===== src/logic/rtcc_map.svh =====
`ifndef RTCC_MAP_SVH
`define RTCC_MAP_SVH

// byte addresses of the register window
`define RTCC_OFS_HOUR        12'h000
`define RTCC_OFS_WEEKDAY     12'h004
`define RTCC_OFS_DATE        12'h008
`define RTCC_OFS_MONTH       12'h00c
`define RTCC_OFS_PAGE_CTRL   12'h010

// field widths
`define RTCC_HOUR_W          6
`define RTCC_WEEKDAY_W       3
`define RTCC_DATE_W          6
`define RTCC_MONTH_W         5

// page control bit positions
`define RTCC_PAGE_BIT        0
`define RTCC_ENABLE_BIT      3

// reset values of control state
`define RTCC_PAGE_RST        1'b0
`define RTCC_ENABLE_RST      1'b0
`define RTCC_FORMAT_RST      1'b1

// hour encodings
`define RTCC_HOUR24_LAST     6'h23
`define RTCC_HOUR12_LAST     5'h11
`define RTCC_HOUR12_PM_BIT   5

// calendar encodings
`define RTCC_WEEKDAY_LAST    3'h6
`define RTCC_DATE_FIRST      6'h01
`define RTCC_MONTH_FIRST     5'h01
`define RTCC_MONTH_LAST      5'h12
`define RTCC_MONTH_FEB       5'h02
`define RTCC_MONTH_APR       5'h04
`define RTCC_MONTH_JUN       5'h06
`define RTCC_MONTH_SEP       5'h09
`define RTCC_MONTH_NOV       5'h11
`define RTCC_DAYS_FEB_LEAP   6'h29
`define RTCC_DAYS_FEB        6'h28
`define RTCC_DAYS_SHORT      6'h30
`define RTCC_DAYS_LONG       6'h31

// axi responses
`define RTCC_RESP_OKAY       2'b00
`define RTCC_RESP_SLVERR     2'b10

`endif


===== src/logic/rtcc_pkg.sv =====
`default_nettype none
package rtcc_pkg;

  typedef struct packed {
    logic [5:0] hour;
    logic [2:0] weekday;
    logic [5:0] date;
    logic [4:0] month;
  } rtcc_cal_t;

  typedef struct packed {
    logic [5:0] hour;
    logic [2:0] weekday;
    logic [5:0] date;
  } rtcc_alarm_t;

  typedef struct packed {
    logic        en;
    logic [11:0] addr;
    logic [31:0] data;
    logic [3:0]  strb;
  } rtcc_wr_t;

endpackage : rtcc_pkg
`default_nettype wire


===== src/logic/rtcc_axil_slave.sv =====
`timescale 1ns/1ns
`default_nettype none
`include "rtcc_map.svh"
module rtcc_axil_slave
  import rtcc_pkg::*;
(
  input  wire logic        i_clk,
  input  wire logic        i_arst_n,
  input  wire logic [11:0] i_awaddr,
  input  wire logic        i_awvalid,
  output var  logic        o_awready,
  input  wire logic [31:0] i_wdata,
  input  wire logic [3:0]  i_wstrb,
  input  wire logic        i_wvalid,
  output var  logic        o_wready,
  output var  logic [1:0]  o_bresp,
  output var  logic        o_bvalid,
  input  wire logic        i_bready,
  input  wire logic [11:0] i_araddr,
  input  wire logic        i_arvalid,
  output var  logic        o_arready,
  output var  logic [31:0] o_rdata,
  output var  logic [1:0]  o_rresp,
  output var  logic        o_rvalid,
  input  wire logic        i_rready,
  output var  rtcc_wr_t    o_wr,
  input  wire logic        i_wr_err,
  output var  logic        o_rd_en,
  output var  logic [11:0] o_rd_addr,
  input  wire logic [31:0] i_rd_data,
  input  wire logic        i_rd_err
);

  logic        aw_full_reg, aw_full_next;
  logic        w_full_reg, w_full_next;
  logic [11:0] awaddr_reg, awaddr_next;
  logic [31:0] wdata_reg, wdata_next;
  logic [3:0]  wstrb_reg, wstrb_next;
  logic        bvalid_reg, bvalid_next;
  logic [1:0]  bresp_reg, bresp_next;
  logic        rvalid_reg, rvalid_next;
  logic [1:0]  rresp_reg, rresp_next;
  logic [31:0] rdata_reg, rdata_next;
  logic        wr_go;
  logic        awready_reg, awready_next;
  logic        wready_reg, wready_next;
  logic        arready_reg, arready_next;

  // write is issued once both halves are held and no response is pending
  assign wr_go       = aw_full_reg & w_full_reg & ~bvalid_reg;
  assign o_wr        = '{en: wr_go, addr: awaddr_reg, data: wdata_reg, strb: wstrb_reg};
  assign o_rd_en     = i_arvalid & ~rvalid_reg;
  assign o_rd_addr   = i_araddr;
  assign o_awready   = awready_reg;
  assign o_wready    = wready_reg;
  assign o_arready   = arready_reg;
  assign o_bvalid    = bvalid_reg;
  assign o_bresp     = bresp_reg;
  assign o_rvalid    = rvalid_reg;
  assign o_rresp     = rresp_reg;
  assign o_rdata     = rdata_reg;

  always_comb begin
    aw_full_next = aw_full_reg;
    w_full_next  = w_full_reg;
    awaddr_next  = awaddr_reg;
    wdata_next   = wdata_reg;
    wstrb_next   = wstrb_reg;
    bvalid_next  = bvalid_reg;
    bresp_next   = bresp_reg;
    rvalid_next  = rvalid_reg;
    rresp_next   = rresp_reg;
    rdata_next   = rdata_reg;
    if (i_awvalid && !aw_full_reg) begin
      aw_full_next = 1'b1;
      awaddr_next  = i_awaddr;
    end
    if (i_wvalid && !w_full_reg) begin
      w_full_next = 1'b1;
      wdata_next  = i_wdata;
      wstrb_next  = i_wstrb;
    end
    if (wr_go) begin
      aw_full_next = 1'b0;
      w_full_next  = 1'b0;
      bvalid_next  = 1'b1;
      bresp_next   = i_wr_err ? `RTCC_RESP_SLVERR : `RTCC_RESP_OKAY;
    end else if (bvalid_reg && i_bready) begin
      bvalid_next = 1'b0;
    end
    if (o_rd_en) begin
      rvalid_next = 1'b1;
      rdata_next  = i_rd_data;
      rresp_next  = i_rd_err ? `RTCC_RESP_SLVERR : `RTCC_RESP_OKAY;
    end else if (rvalid_reg && i_rready) begin
      rvalid_next = 1'b0;
    end
    // ready flags kept in flops so the ports need no gate after them
    awready_next = ~aw_full_next;
    wready_next  = ~w_full_next;
    arready_next = ~rvalid_next;
  end

  always_ff @(posedge i_clk or negedge i_arst_n) begin
    if (!i_arst_n) begin
      aw_full_reg <= 1'b0;
      w_full_reg  <= 1'b0;
      awaddr_reg  <= 12'h000;
      wdata_reg   <= 32'h0000_0000;
      wstrb_reg   <= 4'h0;
      bvalid_reg  <= 1'b0;
      bresp_reg   <= 2'h0;
      rvalid_reg  <= 1'b0;
      rresp_reg   <= 2'h0;
      rdata_reg   <= 32'h0000_0000;
      awready_reg <= 1'b1;
      wready_reg  <= 1'b1;
      arready_reg <= 1'b1;
    end else begin
      aw_full_reg <= aw_full_next;
      w_full_reg  <= w_full_next;
      awaddr_reg  <= awaddr_next;
      wdata_reg   <= wdata_next;
      wstrb_reg   <= wstrb_next;
      bvalid_reg  <= bvalid_next;
      bresp_reg   <= bresp_next;
      rvalid_reg  <= rvalid_next;
      rresp_reg   <= rresp_next;
      rdata_reg   <= rdata_next;
      awready_reg <= awready_next;
      wready_reg  <= wready_next;
      arready_reg <= arready_next;
    end
  end

endmodule : rtcc_axil_slave
`default_nettype wire


===== src/logic/rtcc_cal_step.sv =====
`timescale 1ns/1ns
`default_nettype none
`include "rtcc_map.svh"
module rtcc_cal_step
  import rtcc_pkg::*;
(
  input  wire logic      i_fmt_24h,
  input  wire logic      i_leap_year,
  input  wire rtcc_cal_t i_cal,
  output var  rtcc_cal_t o_cal
);

  function automatic logic [5:0] bcd_inc(input logic [5:0] v);
    if (v[3:0] == 4'h9) begin
      bcd_inc = {v[5:4] + 2'h1, 4'h0};
    end else begin
      bcd_inc = {v[5:4], v[3:0] + 4'h1};
    end
  endfunction : bcd_inc

  logic       day_carry;
  logic [5:0] month_days;
  logic [5:0] month_inc;
  logic [5:0] hour12_inc;

  assign month_inc  = bcd_inc({1'b0, i_cal.month});
  assign hour12_inc = bcd_inc({1'b0, i_cal.hour[4:0]});

  always_comb begin
    o_cal     = i_cal;
    day_carry = 1'b0;
    if (i_fmt_24h) begin
      if (i_cal.hour == `RTCC_HOUR24_LAST) begin // RULE1
        o_cal.hour = 6'h00;
        day_carry  = 1'b1;
      end else begin
        o_cal.hour = bcd_inc(i_cal.hour); // RULE3
      end
    end else begin
      if (i_cal.hour[4:0] == `RTCC_HOUR12_LAST) begin // RULE2
        o_cal.hour = {~i_cal.hour[`RTCC_HOUR12_PM_BIT], 5'h00};
        day_carry  = i_cal.hour[`RTCC_HOUR12_PM_BIT];
      end else begin
        o_cal.hour = {i_cal.hour[5], hour12_inc[4:0]}; // RULE2
      end
    end
    unique case (i_cal.month)
      `RTCC_MONTH_FEB: month_days = i_leap_year ? `RTCC_DAYS_FEB_LEAP : `RTCC_DAYS_FEB;
      `RTCC_MONTH_APR,
      `RTCC_MONTH_JUN,
      `RTCC_MONTH_SEP,
      `RTCC_MONTH_NOV: month_days = `RTCC_DAYS_SHORT;
      default:         month_days = `RTCC_DAYS_LONG;
    endcase
    if (day_carry) begin
      o_cal.weekday = (i_cal.weekday == `RTCC_WEEKDAY_LAST) ? 3'h0
                                                            : i_cal.weekday + 3'h1; // RULE4
      if (i_cal.date == month_days) begin // RULE6
        o_cal.date = `RTCC_DATE_FIRST;
        o_cal.month = (i_cal.month == `RTCC_MONTH_LAST) ? `RTCC_MONTH_FIRST
                                                        : month_inc[4:0]; // RULE8
      end else begin
        o_cal.date = bcd_inc(i_cal.date); // RULE6
      end
    end
  end

endmodule : rtcc_cal_step
`default_nettype wire


===== src/logic/rtcc_top.sv =====
// Contract
// RULE1: 24-hour mode, BCD hours 00 to 23
// RULE2: format bit 0: PM flag, hours 00-11
// RULE3: format bit 1: bits 5:0 BCD hours
// RULE4: weekday 3-bit, Sunday 0 to Saturday 6
// RULE5: hour/weekday/date both pages; month/format share address
// RULE6: date BCD 01-31, bits 7:6 zero
// RULE7: software loads only existing, legal dates
// RULE8: page 0 month BCD 01-12, bits 7:5 zero
// RULE9: page 1 month address holds format bit
// RULE10: software changes format only while stopped
// RULE11: calendar fields start unpredictable after reset
//
// The AXI4-Lite register port and the address map were left to the implementer.
`timescale 1ns/1ns
`default_nettype none
`include "rtcc_map.svh"
module rtcc_top
  import rtcc_pkg::*;
(
  input  wire logic        i_clk,
  input  wire logic        i_arst_n,
  input  wire logic [11:0] i_awaddr,
  input  wire logic        i_awvalid,
  output var  logic        o_awready,
  input  wire logic [31:0] i_wdata,
  input  wire logic [3:0]  i_wstrb,
  input  wire logic        i_wvalid,
  output var  logic        o_wready,
  output var  logic [1:0]  o_bresp,
  output var  logic        o_bvalid,
  input  wire logic        i_bready,
  input  wire logic [11:0] i_araddr,
  input  wire logic        i_arvalid,
  output var  logic        o_arready,
  output var  logic [31:0] o_rdata,
  output var  logic [1:0]  o_rresp,
  output var  logic        o_rvalid,
  input  wire logic        i_rready,
  input  wire logic        i_hour_carry,
  input  wire logic        i_leap_year,
  output var  logic        o_alarm_hit
);

  rtcc_wr_t    wr;
  logic        wr_err;
  logic        rd_en;
  logic [11:0] rd_addr;
  logic [31:0] rd_data;
  logic        rd_err;

  rtcc_axil_slave u_bus (
    .i_clk     (i_clk),
    .i_arst_n  (i_arst_n),
    .i_awaddr  (i_awaddr),
    .i_awvalid (i_awvalid),
    .o_awready (o_awready),
    .i_wdata   (i_wdata),
    .i_wstrb   (i_wstrb),
    .i_wvalid  (i_wvalid),
    .o_wready  (o_wready),
    .o_bresp   (o_bresp),
    .o_bvalid  (o_bvalid),
    .i_bready  (i_bready),
    .i_araddr  (i_araddr),
    .i_arvalid (i_arvalid),
    .o_arready (o_arready),
    .o_rdata   (o_rdata),
    .o_rresp   (o_rresp),
    .o_rvalid  (o_rvalid),
    .i_rready  (i_rready),
    .o_wr      (wr),
    .i_wr_err  (wr_err),
    .o_rd_en   (rd_en),
    .o_rd_addr (rd_addr),
    .i_rd_data (rd_data),
    .i_rd_err  (rd_err)
  );

  function automatic logic addr_known(input logic [11:0] a);
    addr_known = (a == `RTCC_OFS_HOUR) || (a == `RTCC_OFS_WEEKDAY)
              || (a == `RTCC_OFS_DATE) || (a == `RTCC_OFS_MONTH)
              || (a == `RTCC_OFS_PAGE_CTRL);
  endfunction : addr_known

  // control state, defined after reset
  logic        page_reg, page_next;
  logic        enable_reg, enable_next;
  logic        fmt_24h_reg, fmt_24h_next;
  logic        alarm_hit_reg, alarm_hit_next;

  // calendar state, deliberately without reset
  rtcc_cal_t   cal_reg, cal_next;
  rtcc_alarm_t alarm_reg, alarm_next;
  rtcc_cal_t   cal_stepped;

  logic        wr_lane0;
  logic        wr_time_page;
  logic        wr_alarm_config_page;
  logic        tick;

  rtcc_cal_step u_step (
    .i_fmt_24h   (fmt_24h_reg),
    .i_leap_year (i_leap_year),
    .i_cal       (cal_reg),
    .o_cal       (cal_stepped)
  );

  assign wr_err   = ~addr_known(wr.addr);
  assign rd_err   = ~addr_known(rd_addr);
  assign wr_lane0 = wr.en & wr.strb[0];
  assign wr_time_page = wr_lane0 & ~page_reg;
  assign wr_alarm_config_page = wr_lane0 & page_reg;
  assign tick     = enable_reg & i_hour_carry;
  assign o_alarm_hit = alarm_hit_reg;

  // register read view, upper bits of each field read as zero
  always_comb begin
    rd_data = 32'h0000_0000;
    unique case (rd_addr)
      `RTCC_OFS_HOUR: begin
        rd_data[5:0] = page_reg ? alarm_reg.hour : cal_reg.hour; // RULE5
      end
      `RTCC_OFS_WEEKDAY: begin
        rd_data[2:0] = page_reg ? alarm_reg.weekday : cal_reg.weekday; // RULE4
      end
      `RTCC_OFS_DATE: begin
        rd_data[5:0] = page_reg ? alarm_reg.date : cal_reg.date; // RULE6
      end
      `RTCC_OFS_MONTH: begin
        if (page_reg) begin
          rd_data[0] = fmt_24h_reg; // RULE9
        end else begin
          rd_data[4:0] = cal_reg.month; // RULE8
        end
      end
      `RTCC_OFS_PAGE_CTRL: begin
        rd_data[`RTCC_PAGE_BIT]   = page_reg;
        rd_data[`RTCC_ENABLE_BIT] = enable_reg;
      end
      default: begin
        rd_data = 32'h0000_0000;
      end
    endcase
  end

  // control registers
  always_comb begin
    page_next    = page_reg;
    enable_next  = enable_reg;
    fmt_24h_next = fmt_24h_reg;
    if (wr_lane0 && wr.addr == `RTCC_OFS_PAGE_CTRL) begin
      page_next   = wr.data[`RTCC_PAGE_BIT];
      enable_next = wr.data[`RTCC_ENABLE_BIT];
    end
    // format is honoured whenever written; keeping it still while counting is software's job
    if (wr_alarm_config_page && wr.addr == `RTCC_OFS_MONTH) begin
      fmt_24h_next = wr.data[0]; // RULE9 RULE10
    end
  end

  always_ff @(posedge i_clk or negedge i_arst_n) begin
    if (!i_arst_n) begin
      page_reg    <= `RTCC_PAGE_RST;
      enable_reg  <= `RTCC_ENABLE_RST;
      fmt_24h_reg <= `RTCC_FORMAT_RST;
    end else begin
      page_reg    <= page_next;
      enable_reg  <= enable_next;
      fmt_24h_reg <= fmt_24h_next;
    end
  end

  // time counting, a software write beats the count step on the same field
  always_comb begin
    cal_next   = tick ? cal_stepped : cal_reg;
    alarm_next = alarm_reg;
    if (wr_time_page) begin
      unique case (wr.addr)
        `RTCC_OFS_HOUR:    cal_next.hour    = wr.data[5:0]; // RULE1 RULE2 RULE3
        `RTCC_OFS_WEEKDAY: cal_next.weekday = wr.data[2:0]; // RULE4
        `RTCC_OFS_DATE:    cal_next.date    = wr.data[5:0]; // RULE6 RULE7
        `RTCC_OFS_MONTH:   cal_next.month   = wr.data[4:0]; // RULE8
        default:           cal_next         = cal_next;
      endcase
    end
    if (wr_alarm_config_page) begin
      unique case (wr.addr)
        `RTCC_OFS_HOUR:    alarm_next.hour    = wr.data[5:0]; // RULE5
        `RTCC_OFS_WEEKDAY: alarm_next.weekday = wr.data[2:0]; // RULE5
        `RTCC_OFS_DATE:    alarm_next.date    = wr.data[5:0]; // RULE5
        default:           alarm_next         = alarm_reg;
      endcase
    end
  end

  // no reset: contents are unknown until software loads them
  always_ff @(posedge i_clk) begin
    cal_reg   <= cal_next; // RULE11
    alarm_reg <= alarm_next; // RULE11
  end

  // one-cycle pulse when a counted hour lands on the page 1 settings
  always_comb begin
    alarm_hit_next = tick
                  && cal_stepped.hour == alarm_reg.hour
                  && cal_stepped.weekday == alarm_reg.weekday
                  && cal_stepped.date == alarm_reg.date;
  end

  always_ff @(posedge i_clk or negedge i_arst_n) begin
    if (!i_arst_n) begin
      alarm_hit_reg <= 1'b0;
    end else begin
      alarm_hit_reg <= alarm_hit_next;
    end
  end

endmodule : rtcc_top
`default_nettype wire


===== config.mk =====
export PLATFORM = sky130hd
export DESIGN_NAME = rtcc_top
export DESIGN_NICKNAME = d
export VERILOG_FILES = /design/src/logic/rtcc_pkg.sv /design/src/logic/rtcc_axil_slave.sv /design/src/logic/rtcc_cal_step.sv /design/src/logic/rtcc_top.sv
export VERILOG_INCLUDE_DIRS = /design/src /design/src/logic
export SDC_FILE = /design/constraint.sdc
export NUM_CORES = 1
export LEC_CHECK = 0
export BUFFER_PORTS_ARGS = -buffer_cell sky130_fd_sc_hd__buf_2
export CAP_MARGIN = 10
export CORE_MARGIN = 2
export CORE_UTILIZATION = 30
export CTS_CLUSTER_DIAMETER = 200
export DETAILED_ROUTE_END_ITERATION = 12
export GPL_TIMING_DRIVEN = 0
export PLACE_DENSITY = 0.59
export REMOVE_ABC_BUFFERS = 1
export SETUP_SLACK_MARGIN = 0.05
export SLEW_MARGIN = 20
export SYNTH_ARGS = -nofsm -noshare
export SYNTH_HDL_FRONTEND = slang
export SYNTH_SLANG_ARGS = --single-unit

===== constraint.sdc =====
create_clock -name i_clk -period 2.88 [get_ports i_clk]
set_input_delay 0.288 -clock i_clk [delete_from_list [all_inputs] [get_ports i_clk]]
set_output_delay 0.288 -clock i_clk [all_outputs]
set_load 0.01 [all_outputs]

# After elaboration in Yosys (flattened, before gate mapping)
# Cells that the tools add are included.
[classes]
n_addsub = 8
multipliers = 0
n_div = 0
n_lt_le_gt_ge = 0
n_eq_ne = 24
n_shift = 0
muxes = 43
bitwise = 14
n_reduce_logical = 26
[op_table]
columns = ["cell", "n"]
rows = [
  ["$mux W6", 10],
  ["$eq A12 B4 Y1 const B", 4],
  ["$mux W20", 2],
  ["$mux W5", 5],
  ["$eq A12 B3 Y1 const B", 2],
  ["$eq A12 B5 Y1 const B", 2],
  ["$logic_not A12 Y1", 2],
  ["$eq A6 B6 Y1", 3],
  ["$eq A5 B5 Y1 const B", 3],
  ["$mux W14", 1],
  ["$mux W1", 13],
  ["$add A4 B1 Y4 const B", 3],
  ["$eq A4 B4 Y1 const B", 3],
  ["$pmux W6 S2", 1],
  ["$eq A5 B3 Y1 const B", 2],
  ["$logic_and A1 B1 Y1", 9],
  ["$mux W3", 3],
  ["$logic_or A1 B1 Y1", 8],
  ["$pmux W2 S4", 1],
  ["$and A1 B1 Y1", 7],
  ["$not A1 Y1", 7],
  ["$eq A6 B6 Y1 const B", 1],
  ["$reduce_and A2 Y1", 3],
  ["$eq A5 B2 Y1 const B", 1],
  ["other kinds (15)", 19],
]
[totals]
register_bits = 75
latch_bits = 0
mem_bits_rw = 0
mem_bits_ro = 0
in_bits = 69
output_inout_bits = 42
wordCells = 139
mem_count = 0

# Logic depth before layout (Yosys ltp)
[logic_depth]
word_depth = 9
depth_mapped = 12
depth_no_buf = 12

# By module
# From an unflattened synthesis, not the netlist that was laid out.
[hier_totals]
cells_unflattened = 501
area_unflattened_um2 = 6491.2
[modules_own_cells]
columns = ["module", "n_inst", "cells_each", "area_per_inst_um2", "seq_area_each_um2"]
rows = [
  ["rtcc_axil_slave", 1, 210, 3592.2, 2230.9],
  ["rtcc_top", 1, 183, 2169.6, 952.2],
  ["rtcc_cal_step", 1, 108, 729.4, 0.0],
]

# Worst setup path after synthesis
# No wires, ideal clock.
[synth_path]
path_kind = "register -> register"
start = "reg cal_reg[15] (netlist name)"
end = "reg alarm_hit_reg, in the netlist o_alarm_hit"
setup_time_ns = 0.101
t_arrival_ns = 2.760
t_required_ns = 2.779
path_slack_ns = 0.019
path_stages_with_launch = 13
path_buffers = 0
synth_period_minus_slack_ns = 2.861
cell_sequence = "dfxtp_1 -> inv_1 -> ha_1 -> nor2b_1 -> nor3b_1 -> ha_1 -> nor3b_1 -> a221oi_1 -> nand4_1 -> or4b_1 -> nor4b_2 -> o2111ai_1 -> nor4_1"
[synth_between]
elab_chain_len = 8
word_cells_on_any_way = 19
classes_between = "1 x add/sub; 6 x eq/ne; 9 x mux; 3 x reduce/logical"
[synth_lines]
columns = ["item", "line", "source"]
rows = [
  ["start, declared", "rtcc_top.sv:93", "rtcc_cal_t cal_reg, cal_next;"],
  ["start signal, assigned", "rtcc_top.sv:199", "cal_reg <= cal_next;"],
  ["$add A4 B1 Y4 / $eq A4 B4 Y1 (equally long branches)", "rtcc_cal_step.sv:17, rtcc_cal_step.sv:14", ""],
  ["$mux W5 / $mux W6 (equally long branches)", "rtcc_cal_step.sv:14", "if (v[3:0] == 4'h9) begin"],
  ["$mux W6 (on tied branches)", "rtcc_cal_step.sv:40, rtcc_cal_step.sv:33", ""],
  ["$mux W6", "rtcc_cal_step.sv:32", "if (i_fmt_24h) begin"],
  ["$eq A6 B6 Y1", "rtcc_top.sv:206", "&& cal_stepped.hour == alarm_reg.hour"],
  ["$logic_and A1 B1 Y1", "rtcc_top.sv:206", ""],
  ["$logic_and A1 B1 Y1", "rtcc_top.sv:207", "&& cal_stepped.weekday == alarm_reg.weekday"],
  ["$logic_and A1 B1 Y1 *", "rtcc_top.sv:208", "&& cal_stepped.date == alarm_reg.date;"],
  ["named net alarm_hit_next", "rtcc_top.sv:90", "logic alarm_hit_reg, alarm_hit_next;"],
  ["end signal, assigned", "rtcc_top.sv:215", "alarm_hit_reg <= alarm_hit_next;"],
  ["end, declared", "rtcc_top.sv:90", ""],
]
# The timed path passes the listed nets; every way through them passes the cells marked *.
# A chain may end at the register's enable or synchronous reset.

# Worst setup path after layout
# Same ends and word-level chain as after synthesis.

==> impl_metrics.ini <==
[global_route]
antenna_found_initial = 0
grt_pass1_vias = 3403
grt_start_max_net_pins = 39
overflow = 0
track_usage = 0.1362
grt_first_pass_wirelength_um = 17510

[detailed_routing]
wl_met3_um = 688
m1WireLength_um = 4853
top_layer_used = met4
post_drt_wl_per_cell_um = 15.52
wl_um = 11020
vias_per_cell = 5.158
drtIter0Drc = 189
dr_total_vias = 3662
ant_nets = 0
dr_wl_met2_um = 5329
drc_errors = 0
first_pass_iters = 5

[worst_setup_path]
critPathKind = reg -> reg
max_stage_delay_ps = 530
crit_fanout = 2
crit_path_end_kind = flop
crit_chain = inv_4 > ha_4 > nor2b_4 > nor3b_4 > ha_4 > nor3b_4 > a221oi_2 > nand4_1 > or4b_4 > nor4b_4 > o2111ai_2 > nor4_1
crit_slowest_cell = or4b_4
crit_arrival_ps = 3120
required_ps = 3120
ff2ff_path_depth = 12
start_kind = flop

[yosys]
synth_top_family_by_area = simple AND/OR/NAND/NOR gates
synth_adder_area_share = 0.01679
yosys.area_share.simple = 0.2015
netlist_instances = 483
synth_compound_area_frac = 0.1506
yosys_register_bits = 73
synth_area_um2 = 4471
synth_enable_flop_cells = 15
synth_async_sr_flop_share = 0.5205
synthDistinctLibCells = 67
synth-xor-area-share = 0.02547
yosysWarnings = 0
synthMuxAreaShare = 0.1100
synthFlopType = dfrtp_1
syn_avg_cell_area_um2 = 9.256
ys_seq_area_frac = 0.4041

[clocking]
path_clk_slew_ps = 60
clk_latency_ps = 340
cts_sinks = 73
hold_buffers = 0
cts_tree = yes
numCtsBuffers = 9
clockBufferDepth = 2
ctsHtreeMaxLevel = 3
root_buffer = clkbuf_16

[power_and_ir_drop]
p_switching_mw = 1.009
fin_total_pwr_mw = 3.248
p_sw_frac = 0.3108
p_seq_frac = 0.483
p_int_mw = 2.238
power_frac_clock = 0.339
power_frac_comb = 0.178
ir_drop_uv = 460.3
p_leak_nw = 2.080
power_density_nw_per_um2 = 627.9

[timing]
drv_slew = 0
post-route-period-util = 1.001
rsz0062_at_grt = yes
finalClockSkew_ps = 6.896
finalSetupViolCount = 1
hold_violations = 0
whs_ps = 58.36
period_needed_ps = 2884
layout_setup_ws_ps = -3.714
max_freq_ghz = 0.3468
worst_pin_slew_ps = 1001
relSlewSlack = 0.3313

[floorplanning]
num_rows = 44
ioPinCount = 111
start_util = 0.3076
dieArea_um2 = 15890
die_h_um = 126.1
core_area_um2 = 14530
die_x_um = 126.1

[final_layout]
final_util = 0.3559
drive_gt1_frac = 0.2452
final_area_um2 = 5172
largest_reg_flops = 20
syn_to_final_growth_pct = 15.70
nNetsFinal = 596
diodes = 0

[job]
cap_violations = 0

[placement]
place_congestion = 0.9163
portBuffers = 53
placed_area_um2 = 4722
dp_hpwl_um = 8063

[outcome]
status = complete, but fails checks
violations = negative setup slack

[hold_path]
hold_path.class = in -> async
layout by cell type (no fill, tap or decap), drive strengths merged, types with 10 or more instances in the layout:
| cell | instances |
|---|---|
| nor2b | 12 |
| a21oi | 26 |
| conb | 28 |
| mux2 | 23 |
| inv | 18 |
| clkbuf | 10 |
| dfxtp | 20 |
| edfxtp | 15 |
| nand2 | 48 |
| dfrtp | 34 |
| nand3 | 12 |
| mux2i | 12 |
| nor2 | 30 |
| buf | 60 |
| o21ai | 41 |
| nor3 | 13 |
power groups by stage:
stage	Combinational (mW)	Sequential (mW)	Clock (mW)
final	0.577	1.57	1.10
after global routing	0.651	1.60	1.17
after CTS	0.582	1.57	1.13
after detailed placement	0.554	1.60	0
after global placement	0.539	1.58	0
after floorplan	0.391	1.48	0
routing by layer:
| layer | global-route usage | vias to the layer above |
|---|---|---|
| li1 | - | 1761 |
| met1 | 0.1789 | 1737 |
| met2 | 0.2268 | 150 |
| met3 | 0.02804 | 14 |
| met4 | 0.04072 | 0 |
| met5 | 0 | - |
stage by stage:
step / instances / worst slack, ps / TNS (ps)
global placement: 687 / -538.6 / -3036
detailed placement: 687 / -618.4 / -4733
global route: 710 / -141.7 / -141.7
floorplan: 450 / -125.9 / -125.9
finish: 710 / -3.714 / -3.714
CTS: 707 / -5.020 / -5.020
synthesized netlist by cell type, types with 4 or more instances:
| cell type | instances | area share |
|---|---|---|
| xnor2_1 | 4 | 0.0078 |
| ha_1 | 6 | 0.017 |
| a21oi_1 | 26 | 0.029 |
| clkbuf_1 | 21 | 0.018 |
| nand4b_1 | 4 | 0.0078 |
| mux2_2 | 23 | 0.058 |
| o31ai_1 | 6 | 0.010 |
| o21ai_0 | 30 | 0.034 |
| o21ai_1 | 10 | 0.011 |
| edfxtp_1 | 15 | 0.10 |
| nor4_1 | 8 | 0.011 |
| nand3_1 | 12 | 0.013 |
| xor2_1 | 9 | 0.018 |
| buf_2 | 5 | 0.0056 |
| nor3_1 | 13 | 0.015 |
| and3b_1 | 5 | 0.0098 |
| nor2_1 | 30 | 0.025 |
| dfxtp_1 | 20 | 0.090 |
| mux4_2 | 5 | 0.025 |
| nor3b_1 | 9 | 0.015 |
| nor2b_1 | 12 | 0.017 |
| nand2b_1 | 6 | 0.0084 |
| dfstp_2 | 4 | 0.024 |
| mux2i_1 | 12 | 0.027 |
| nand2_1 | 48 | 0.040 |
| buf_4 | 30 | 0.050 |
| dfrtp_1 | 34 | 0.19 |
| inv_1 | 16 | 0.013 |
critical path: cells and delay by family (launching register included):
kind / cells / cell delay, ps
AO/OA/AOI/OAI: 2 / 320
adder cells (fa/ha/maj): 2 / 350
buffers and inverters: 1 / 50
flip-flops: 1 / 350
AND/OR/NAND/NOR: 7 / 1720
worst paths after layout:
kind,from,to,slack [ps]
worst min-delay path,i_arst_n,u_bus.aw_full_reg$_DFF_PN0_,60
worst max-delay path,cal_reg[15]$_DFF_P_,o_alarm_hit$_DFF_PN0_,-4
max in group asynchronous,i_arst_n,u_bus.awaddr_reg[11]$_DFFE_PN0P_,2290
worst max register to register,cal_reg[15]$_DFF_P_,o_alarm_hit$_DFF_PN0_,-4
worst min register to register,u_bus.o_rresp[1]$_DFFE_PN0P_,u_bus.o_rresp[1]$_DFFE_PN0P_,480
min in group i_clk,i_bready,u_bus.o_bvalid$_DFFE_PN0P_,120
repair_timing:
item / CTS / global route
endpoints found under the hold margin: 0 / 0
pin swaps: 7 / 8
resized for setup: 15 / 9
endpoints found under the setup margin: 12 / 3
setup buffers: 4 / 3
final cells by class:
cell class	instances	area, um2
clock buffers	10	250.2
multi-input cells	361	2447
fillers	1492	9361
clock inverters	6	48.80
well taps	184	230.2
repair buffers	60	317.8
flip-flops and latches	73	1815
inverters	16	62.56
cells by family (layout without fill, tap and decap cells):
| group | after synthesis | count (layout) |
|---|---|---|
| compound gates | 107 | 107 |
| xor+xnor | 13 | 13 |
| simple gates | 167 | 167 |
| other cells | 1 | 28 |
| flops | 73 | 73 |
| buf+inv | 76 | 92 |
| fa+ha+maj | 6 | 6 |
| mux | 40 | 40 |
(Power assumes the default switching activity.)
